File: src/hdl/wdog_cfg.svh
// Register map, field positions, reset values and timing counts of the watchdog control block.
// How it works
// [RQ1] The counter advances only while the timer enable bit is set, and setting it resumes without clearing the count.
// [RQ2] While the debug pause bit is set the counter holds and no expiry action is taken.
// [RQ3] The restart source bit selects hardware-only or software-only restart; the software restart bit restarts only under software-only.
// [RQ4] In SLEEP the timer stays stopped unless the sleep run enable bit is set, in which case it follows the enable bit.
// [RQ5] After one period without restart the primary action runs: 00 none, 01 interrupt, 10 device reset, 11 WAKE; default 01.
// [RQ6] After two periods without restart the secondary action runs with the same coding; default 10.
// [RQ7] A three-bit code selects a period from 0.256 s at 000, doubling per step, to 32.768 s at 111, the default.
// [RQ8] The protected fields of the control register change only while the security key has unlocked them.
// [RQ9] A restart clears the elapsed count so both actions are timed again from the restart.
`ifndef WDOG_CFG_SVH
`define WDOG_CFG_SVH

`define WDOG_ADDR_W          16
`define WDOG_CTRL_ADDR       16'h4004
`define WDOG_IRQ_STAT_ADDR   16'h4020
`define WDOG_IRQ_CLR_ADDR    16'h4021
`define WDOG_IRQ_EN_ADDR     16'h4022

`define WDOG_BIT_ENABLE      15
`define WDOG_BIT_PAUSE       14
`define WDOG_BIT_SRC         13
`define WDOG_BIT_SLEEP       12
`define WDOG_BIT_SWRESTART   11
`define WDOG_SEC_HI          9
`define WDOG_SEC_LO          8
`define WDOG_PRIM_HI         5
`define WDOG_PRIM_LO         4
`define WDOG_PER_HI          2
`define WDOG_PER_LO          0

`define WDOG_RST_ENABLE      1'b1
`define WDOG_RST_PAUSE       1'b0
`define RESTART_SOURCE_SELECT         1'b1
`define WDOG_RST_SLEEP       1'b0
`define WDOG_RST_SEC         2'h2
`define WDOG_RST_PRIM        2'h1
`define WDOG_RST_PER         3'h7

// Base period is 0.256 s; at 125 MHz that is 32,000,000 cycles.
`define WDOG_BASE_PERIOD_MS  256
`define WDOG_CLK_KHZ         125000
`define WDOG_BASE_CYCLES     (`WDOG_BASE_PERIOD_MS * `WDOG_CLK_KHZ)

`endif

File: src/hdl/wdog_pkg.sv
// Types shared by the watchdog control block.
package wdog_pkg;

  typedef enum logic [1:0] {
    ACT_NONE  = 2'b00,
    ACT_IRQ   = 2'b01,
    ACT_RESET = 2'b10,
    ACT_WAKE  = 2'b11
  } action_t;

  typedef enum logic [1:0] {
    PH_FIRST  = 2'b00,
    PH_SECOND = 2'b01,
    PH_DONE   = 2'b10
  } phase_t;

endpackage

File: src/hdl/wdog_action_decode.sv
// Turns an expiry action code into one-cycle action pulses.
`timescale 1ns/1ps
`default_nettype none
module wdog_action_decode (
  // Trigger and selected action
  input  wire logic            fire,
  input  wire wdog_pkg::action_t action,
  // Action pulses
  output logic                 irqPulse,
  output logic                 resetPulse,
  output logic                 wakePulse
);
  always_comb begin
    irqPulse   = fire && (action == wdog_pkg::ACT_IRQ);
    resetPulse = fire && (action == wdog_pkg::ACT_RESET);
    wakePulse  = fire && (action == wdog_pkg::ACT_WAKE);
  end
endmodule
`default_nettype wire

File: src/hdl/wdog_prescaler.sv
// Base tick generator: one pulse per base period of the timeout scale.
`timescale 1ns/1ps
`default_nettype none
module wdog_prescaler #(
  parameter int unsigned BASE_CYCLES = 32000000
) (
  // Clock and reset
  input  wire logic clock,
  input  wire logic rst,
  // Control
  input  wire logic run,
  input  wire logic clear,
  // Tick out
  output logic      tick
);
  typedef struct packed {
    logic [31:0] count;
    logic        tick;
  } state_t;

  state_t s_reg;
  state_t s_next;

  if (BASE_CYCLES < 2) begin
    $error("wdog_prescaler: BASE_CYCLES must be at least 2");
  end

  always_comb begin
    s_next      = s_reg;
    s_next.tick = 1'b0;
    if (clear) begin
      s_next.count = 32'h0;
    end else if (run) begin
      if (s_reg.count == BASE_CYCLES - 1) begin
        s_next.count = 32'h0;
        s_next.tick  = 1'b1;
      end else begin
        s_next.count = s_reg.count + 32'h1;
      end
    end
  end

  always_ff @(posedge clock) begin
    if (rst) begin
      s_reg <= '0;
    end else begin
      s_reg <= s_next;
    end
  end

  assign tick = s_reg.tick;
endmodule
`default_nettype wire

File: src/hdl/wdog_control.sv
// Watchdog timer with its control register, expiry actions and interrupt registers.
`timescale 1ns/1ps
`default_nettype none
`include "wdog_cfg.svh"
module wdog_control #(
  parameter int unsigned BASE_CYCLES = `WDOG_BASE_CYCLES
) (
  // Clock and reset
  input  wire logic        clock,
  input  wire logic        rst,
  // Register port
  input  wire logic [15:0] regAddr,
  input  wire logic [15:0] regWdata,
  input  wire logic        regWrite,
  input  wire logic        regRead,
  output logic      [15:0] regRdata,
  // Device state inputs
  input  wire logic        keyUnlocked,
  input  wire logic        sleepState,
  input  wire logic        hwKick,
  // Actions
  output logic             deviceResetReq,
  output logic             wakeReq,
  output logic             irq
);
  typedef struct packed {
    logic        enable;
    logic        pause;
    logic        srcSoftware;
    logic        sleepRun;
    logic [1:0]  secAction;
    logic [1:0]  primAction;
    logic [2:0]  period;
    logic [7:0]  ticks;
    wdog_pkg::phase_t phase;
    logic [1:0]  kickSync;
    logic        kickPrev;
    logic        unlockSync0;
    logic        unlockSync1;
    logic        sleepSync0;
    logic        sleepSync1;
    logic [1:0]  irqStatus;
    logic [1:0]  irqEnable;
    logic        resetOut;
    logic        wakeOut;
    logic [15:0] rdata;
  } state_t;

  state_t s_reg;
  state_t s_next;

  logic tick;
  logic running;
  logic restart;
  logic primFire;
  logic secFire;
  logic primIrq;
  logic primRst;
  logic primWake;
  logic secIrq;
  logic secRst;
  logic secWake;
  logic [7:0] periodTicks;
  logic ctrlWrite;

  if (BASE_CYCLES < 2) begin
    $error("wdog_control: BASE_CYCLES must be at least 2");
  end

  function automatic logic [7:0] ticks_for(input logic [2:0] code);
    ticks_for = 8'h1 << code;
  endfunction

  function automatic logic [15:0] ctrl_image(input state_t s);
    logic [15:0] v;
    v = 16'h0;
    v[`WDOG_BIT_ENABLE] = s.enable;
    v[`WDOG_BIT_PAUSE]  = s.pause;
    v[`WDOG_BIT_SRC]    = s.srcSoftware;
    v[`WDOG_BIT_SLEEP]  = s.sleepRun;
    v[`WDOG_SEC_HI:`WDOG_SEC_LO]   = s.secAction;
    v[`WDOG_PRIM_HI:`WDOG_PRIM_LO] = s.primAction;
    v[`WDOG_PER_HI:`WDOG_PER_LO]   = s.period;
    ctrl_image = v;
  endfunction

  assign ctrlWrite   = regWrite && (regAddr == `WDOG_CTRL_ADDR);
  assign periodTicks = ticks_for(s_reg.period); // RQ7
  // SLEEP stops the timer unless sleep running is allowed, then the enable bit rules.
  assign running = s_reg.enable && !s_reg.pause && (!s_reg.sleepSync1 || s_reg.sleepRun); // RQ1 RQ2 RQ4
  // Software restart counts only under software-only source; the pin only under hardware-only.
  assign restart = s_reg.srcSoftware
                 ? (ctrlWrite && regWdata[`WDOG_BIT_SWRESTART])
                 : (s_reg.kickSync[1] && !s_reg.kickPrev); // RQ3
  // A shorter period written once the count has reached its new end expires at the next tick instead of after a wrap.
  assign primFire = running && tick && s_reg.phase == wdog_pkg::PH_FIRST
                  && s_reg.ticks >= periodTicks - 8'h1; // RQ5
  assign secFire  = running && tick && s_reg.phase == wdog_pkg::PH_SECOND
                  && s_reg.ticks >= periodTicks - 8'h1; // RQ6

  wdog_prescaler #(
    .BASE_CYCLES (BASE_CYCLES)
  ) u_prescaler (
    .clock (clock),
    .rst   (rst),
    .run   (running),
    .clear (restart),
    .tick  (tick)
  );

  wdog_action_decode u_prim (
    .fire       (primFire),
    .action     (wdog_pkg::action_t'(s_reg.primAction)),
    .irqPulse   (primIrq),
    .resetPulse (primRst),
    .wakePulse  (primWake)
  );

  wdog_action_decode u_sec (
    .fire       (secFire),
    .action     (wdog_pkg::action_t'(s_reg.secAction)),
    .irqPulse   (secIrq),
    .resetPulse (secRst),
    .wakePulse  (secWake)
  );

  always_comb begin
    s_next = s_reg;
    // Pin-side levels pass two flops before use.
    s_next.kickSync    = {s_reg.kickSync[0], hwKick};
    s_next.kickPrev    = s_reg.kickSync[1];
    s_next.unlockSync0 = keyUnlocked;
    s_next.unlockSync1 = s_reg.unlockSync0;
    s_next.sleepSync0  = sleepState;
    s_next.sleepSync1  = s_reg.sleepSync0;
    s_next.resetOut    = primRst || secRst;
    s_next.wakeOut     = primWake || secWake;

    if (ctrlWrite && s_reg.unlockSync1) begin
      s_next.enable      = regWdata[`WDOG_BIT_ENABLE]; // RQ8 RQ1
      s_next.pause       = regWdata[`WDOG_BIT_PAUSE]; // RQ8
      s_next.srcSoftware = regWdata[`WDOG_BIT_SRC]; // RQ8
      s_next.sleepRun    = regWdata[`WDOG_BIT_SLEEP]; // RQ8
      s_next.secAction   = regWdata[`WDOG_SEC_HI:`WDOG_SEC_LO]; // RQ8
      s_next.primAction  = regWdata[`WDOG_PRIM_HI:`WDOG_PRIM_LO]; // RQ8
      s_next.period      = regWdata[`WDOG_PER_HI:`WDOG_PER_LO]; // RQ8
    end
    if (regWrite && regAddr == `WDOG_IRQ_EN_ADDR) begin
      s_next.irqEnable = regWdata[1:0];
    end
    if (regWrite && regAddr == `WDOG_IRQ_CLR_ADDR) begin
      s_next.irqStatus = s_reg.irqStatus & ~regWdata[1:0];
    end
    // Setting wins over a clear in the same cycle.
    s_next.irqStatus[0] = s_next.irqStatus[0] | primIrq; // RQ5
    s_next.irqStatus[1] = s_next.irqStatus[1] | secIrq; // RQ6

    if (restart) begin
      s_next.ticks = 8'h0; // RQ9
      s_next.phase = wdog_pkg::PH_FIRST; // RQ9
    end else if (running && tick) begin // RQ2
      case (s_reg.phase)
        wdog_pkg::PH_FIRST: begin
          if (primFire) begin
            s_next.ticks = 8'h0;
            s_next.phase = wdog_pkg::PH_SECOND;
          end else begin
            s_next.ticks = s_reg.ticks + 8'h1;
          end
        end
        wdog_pkg::PH_SECOND: begin
          if (secFire) begin
            s_next.ticks = 8'h0;
            s_next.phase = wdog_pkg::PH_DONE;
          end else begin
            s_next.ticks = s_reg.ticks + 8'h1;
          end
        end
        wdog_pkg::PH_DONE: begin
          s_next.ticks = s_reg.ticks;
        end
        default: begin
          s_next.phase = wdog_pkg::PH_FIRST;
        end
      endcase
    end

    s_next.rdata = 16'h0;
    if (regRead) begin
      case (regAddr)
        `WDOG_CTRL_ADDR:     s_next.rdata = ctrl_image(s_reg);
        `WDOG_IRQ_STAT_ADDR: s_next.rdata = {14'h0, s_reg.irqStatus};
        `WDOG_IRQ_EN_ADDR:   s_next.rdata = {14'h0, s_reg.irqEnable};
        default:             s_next.rdata = 16'h0;
      endcase
    end
  end

  always_ff @(posedge clock) begin
    if (rst) begin
      s_reg             <= '0;
      s_reg.enable      <= `WDOG_RST_ENABLE;
      s_reg.pause       <= `WDOG_RST_PAUSE;
      s_reg.srcSoftware <= `RESTART_SOURCE_SELECT;
      s_reg.sleepRun    <= `WDOG_RST_SLEEP;
      s_reg.secAction   <= `WDOG_RST_SEC;
      s_reg.primAction  <= `WDOG_RST_PRIM;
      s_reg.period      <= `WDOG_RST_PER;
      s_reg.phase       <= wdog_pkg::PH_FIRST;
    end else begin
      s_reg <= s_next;
    end
  end

  assign regRdata       = s_reg.rdata;
  assign deviceResetReq = s_reg.resetOut;
  assign wakeReq        = s_reg.wakeOut;
  assign irq            = |(s_reg.irqStatus & s_reg.irqEnable);
endmodule
`default_nettype wire

File: config.mk
export PLATFORM = sky130hd
export DESIGN_NAME = wdog_control
export DESIGN_NICKNAME = d
export VERILOG_FILES = /design/src/hdl/wdog_pkg.sv /design/src/hdl/wdog_action_decode.sv /design/src/hdl/wdog_prescaler.sv /design/src/hdl/wdog_control.sv
export VERILOG_INCLUDE_DIRS = /design/src /design/src/hdl
export SDC_FILE = /design/constraint.sdc
export NUM_CORES = 1
export LEC_CHECK = 0
export BUFFER_PORTS_ARGS = -buffer_cell sky130_fd_sc_hd__buf_4
export CAP_MARGIN = 15
export CORE_ASPECT_RATIO = 1.25
export CORE_MARGIN = 8
export CORE_UTILIZATION = 30
export DETAILED_ROUTE_END_ITERATION = 7
export PLACE_DENSITY_LB_ADDON = 0.08
export SLEW_MARGIN = 20
export SYNTH_ARGS = -nofsm -noshare
export SYNTH_HDL_FRONTEND = slang
export SYNTH_SLANG_ARGS = --single-unit
File: constraint.sdc
create_clock -name clock -period 3.2 [get_ports clock]
set_input_delay 0.16 -clock clock [delete_from_list [all_inputs] [get_ports clock]]
set_output_delay 0.16 -clock clock [all_outputs]
set_load 0.01 [all_outputs]
==> parameters.txt <==
Parameter                              Value

Run status
  Result of the run    completed

Die
  DIE HEIGHT    142 um
  Die outline area    0.0165 mm^2
  Die outline width    116 um
  I/O pins    58
  Standard cell core area    0.0125 mm^2
  Row Count    46
  Starting density of the core    30.3%

Clock tree
  Clk_lat worst skew    0.34 ns
  TritonCTS clock tree    built
  Master cell of the clock root buffer    sky130_fd_sc_hd__clkbuf_16
  Post_cts resized    0
  Hold-fix buffers at CTS    0
  CTS clk-pin slew, worst paths    0.06 ns
  Number of clock sinks    78
  Maximum buffer depth of the clock tree    2
  Number of H-tree levels    3
  Num CTS Buffers    9
  Postcts setup bufs    0

Synth
  Simple-gate portion of the synthesized area    31.5%
  Main combinational cell family by area after synthesis    simple AND/OR/NAND/NOR gates
  Count of flip-flops with a built-in enable after synthesis    0
  Cell count after synthesis    427
  Post-synthesis register bit count    78
  Synth Area in Adders    3.64%
  Post-synth top flop    sky130_fd_sc_hd__dfxtp_1
  Share of the synthesized area in compound gates (AO/OA/AOI/OAI)    8.41%
  Synth Area per Inst    8.86 um^2
  Total standard cell area after synthesis    0.00378 mm^2
  Sequential cell area fraction in the yosys report    41.3%
  Async S/R FF share, synth    0%
  Xor and xnor area share after synthesis    8.11%
  Post-synth cell types    52
  Yosys warning count    0
  Multiplexer area fraction after synthesis    1.06%

Timing
  Minimum period implied by the final worst setup slack    2.81 ns
  Final Hold Vio Count    0
  Achievable frequency    356 MHz
  Setup repair after global routing missed its margin    no
  Transition time of the tightest slew-check pin    0.732 ns
  Number of max-slew violations in the final report    0
  Relative max-transition margin    51.1%
  Total Negative Setup Slacks    0 ns
  Final setup viols    0
  Post-Route Skew    0.00734 ns
  Worst hold-check slack    0.0219 ns
  Final clock period utilization by the worst path    87.8%

Global route
  Wire length of the first global-routing pass    15100 um
  Congestion Overflow GR    0
  Number of global-route vias before repair    3137
  Global-route usage over all layers    11.9%
  Largest net degree at the start of global routing    31
  Number of antenna violations at the first check in global routing    0

Placed design
  # port buffers    48
  Hpwl dp    6820 um
  Number of placed instances with taps included    623
  Total placed instance area    0.00422 mm^2
  Global placer's final weighted congestion    0.722

Worst setup path
  Cell type group with the largest total delay on the critical path    simple AND/OR/NAND/NOR gates
  Critical path class    reg -> reg
  CP Max Fanout    8
  Worst R2R Start    s_reg[39]
  Crit. Startpoint    s_reg[39]
  Worst setup path end    s_reg[21]
  Reg2reg end    s_reg[21]
  Cell type of the slowest stage on the worst timing path    sky130_fd_sc_hd__or3_1
  Data arrival at the endpoint of the critical path    3.09 ns
  Crit-path most repeated cell    sky130_fd_sc_hd__nor3_1
  Worst-path cell chain    or3_1 > ha_1 > nor3_1 > a21oi_1 > o21a_1 > ha_1 > nand2_1 > nor3_1 > a21oi_1 > nor3_1 > a41o_1
  Path length in cells of the critical path    11
  Critical Path RT    3.48 ns
  Internal reg-to-reg setup slack    0.39 ns
  Crit end category    flop
  Worst R2R Path Depth    11
  Element type at the critical path start    flop
  Longest individual stage delay on the worst path    0.40 ns
  Count of buffer and inverter cells on the critical path    0

Cells and area
  Post-route cell area    0.00452 mm^2
  Max FFs per register    32
  Area taken by multi-input logic gates    0.00202 mm^2
  Ratio of cells with drive above 1 in the final layout    18.3%
  Antenna diode instance count    0
  # fillers    1343
  Area Growth Syn to Fin    19.6%
  Count of nets after finishing    516
  Area occupied by registers    0.00156 mm^2
  Number of standard cells in the final layout excluding fillers    639

Route
  Via count    3014
  Routed wire length    9140 um
  DR iter-0 viols    168
  Vias per cell    4.72
  Wire length per cell after detailed routing    14.3 um
  Remaining DRCs    0
  DRT Pass-1 Iters    4
  Number of antenna-violating nets in the routed design    0

Power and ir drop
  Leakage power of the design    1.73 nW
  Proportion of power drawn by combinational gates    4.0%
  Net switching power    0.000460 W
  Power per cell area    466 mW/mm^2
  Switching share of power    21.8%
  Total chip power    0.00211 W
  Clock share of power    49.1%
  Part of the total power dissipated in sequential elements    46.8%
  Worst ir drop on vdd    282 uV
  Internal power summed over all cells    0.00165 W

Hold path
  Worst min-delay path class    in -> reg
  Hold path startpoint    regWdata[2]

Job
  Max-capacitance violation count    0
## kinds of logic (layout without fill, tap and decap cells)
kind of cell               Yosys count  after routing
and+or+nand+nor                    210            210
xor gates and xnor gates            35             35
other                                2              6
AOI/OAI and AO/OA                   50             50
buffers and inverters               37             77
muxes                                4              4
DFF                                 78             78
adders and majority gates           11             11
## power by group through the flow
stage	Sequential, W	Clock (W)	Combinational, W
after floorplan	0.00100	0	0.0000448
after global placement	0.00101	0	0.0000857
after detailed placement	0.00101	0	0.0000867
after CTS	0.000987	0.00107	0.0000869
after global routing	0.000988	0.00111	0.0000953
final	0.000987	0.00104	0.0000854
## worst min path at each step
| stage | end | cells after the start |
|---|---|---|
| 3_3_place_gp | s_reg[47] | 2 |
| 6_report | s_reg[41] | 2 |
| 3_5_place_dp | s_reg[41] | 2 |
| 5_1_grt | s_reg[41] | 2 |
| 2_1_floorplan | s_reg[42] | 1 |
| 4_1_cts | s_reg[41] | 2 |
## worst reg2reg max path, cell delays in order, from the launching register on
cell                      delay, ns
sky130_fd_sc_hd__dfxtp_1       0.39
sky130_fd_sc_hd__or3_1         0.41
sky130_fd_sc_hd__ha_1          0.28
sky130_fd_sc_hd__nor3_1        0.15
sky130_fd_sc_hd__a21oi_1       0.06
sky130_fd_sc_hd__o21a_1        0.18
sky130_fd_sc_hd__ha_1          0.26
sky130_fd_sc_hd__nand2_1       0.05
sky130_fd_sc_hd__nor3_1        0.18
sky130_fd_sc_hd__a21oi_1       0.17
sky130_fd_sc_hd__nor3_1        0.39
sky130_fd_sc_hd__a41o_1        0.24
## Yosys cell counts (2+ instances only)
library cell | instances | area share [%]
sky130_fd_sc_hd__a211o_1 | 7 | 1.6
sky130_fd_sc_hd__a21oi_1 | 19 | 2.5
sky130_fd_sc_hd__and2_1 | 7 | 1.2
sky130_fd_sc_hd__and3_1 | 15 | 2.5
sky130_fd_sc_hd__and4_1 | 4 | 0.93
sky130_fd_sc_hd__buf_4 | 19 | 3.8
sky130_fd_sc_hd__clkbuf_1 | 9 | 0.89
sky130_fd_sc_hd__conb_1 | 2 | 0.20
sky130_fd_sc_hd__dfxtp_1 | 78 | 41
sky130_fd_sc_hd__ha_1 | 11 | 3.6
sky130_fd_sc_hd__inv_1 | 7 | 0.70
sky130_fd_sc_hd__mux2i_1 | 4 | 1.1
sky130_fd_sc_hd__nand2_1 | 33 | 3.3
sky130_fd_sc_hd__nand2b_1 | 5 | 0.83
sky130_fd_sc_hd__nand3_1 | 19 | 2.5
sky130_fd_sc_hd__nand3b_1 | 3 | 0.60
sky130_fd_sc_hd__nand4_1 | 16 | 2.6
sky130_fd_sc_hd__nor2_1 | 49 | 4.9
sky130_fd_sc_hd__nor2_2 | 4 | 0.66
sky130_fd_sc_hd__nor2b_1 | 14 | 2.3
sky130_fd_sc_hd__nor3_1 | 9 | 1.2
sky130_fd_sc_hd__nor3_2 | 3 | 0.79
sky130_fd_sc_hd__nor3b_1 | 3 | 0.60
sky130_fd_sc_hd__nor4_1 | 4 | 0.66
sky130_fd_sc_hd__nor4_2 | 3 | 0.99
sky130_fd_sc_hd__nor4b_1 | 3 | 0.70
sky130_fd_sc_hd__nor4b_4 | 2 | 1.3
sky130_fd_sc_hd__o21ai_0 | 10 | 1.3
sky130_fd_sc_hd__o2bb2ai_1 | 2 | 0.46
sky130_fd_sc_hd__or3_1 | 6 | 0.99
sky130_fd_sc_hd__or4_1 | 3 | 0.60
sky130_fd_sc_hd__xnor2_1 | 15 | 3.5
sky130_fd_sc_hd__xor2_1 | 20 | 4.6
## placed cells by master (no fill, tap or decap), types with 9 or more instances in the layout
master and n:
sky130_fd_sc_hd__xor2_1 20, sky130_fd_sc_hd__xnor2_1 15, sky130_fd_sc_hd__nand2_1 33, sky130_fd_sc_hd__ha_1 11, sky130_fd_sc_hd__clkbuf_16 9, sky130_fd_sc_hd__dfxtp_1 78, sky130_fd_sc_hd__nand4_1 16, sky130_fd_sc_hd__nor2_1 49
sky130_fd_sc_hd__a21oi_1 19, sky130_fd_sc_hd__nor2b_1 14, sky130_fd_sc_hd__nor3_1 9, sky130_fd_sc_hd__buf_4 54, sky130_fd_sc_hd__nand3_1 19, sky130_fd_sc_hd__o21ai_0 10, sky130_fd_sc_hd__and3_1 15
## cell type report
class,count,share of cell area (%)
flip-flops and latches,78,34.5
well taps,168,4.65
repair buffers,54,8.97
clock buffers,11,5.37
multi-input cells,316,44.6
clock inverters,5,1.30
inverters,7,0.581
## metal layers
layer | track usage, % | wire length (um) | vias to the layer above
met3 | 3.32 | 289 | 8
met4 | 5.34 | 173 | 0
met2 | 20.9 | 4670 | 38
li1 | - | - | 1550
met1 | 12.8 | 4010 | 1418
met5 | 0 | 0 | -
## stage by stage
step	worst slack [ns]	util, %
2_1_floorplan	0.514	-
3_3_place_gp	0.476	33.8
3_5_place_dp	0.399	33.8
4_1_cts	0.373	36.2
5_1_grt	0.148	36.2
6_report	0.392	36.2
Power figures use the tool's default switching activity.
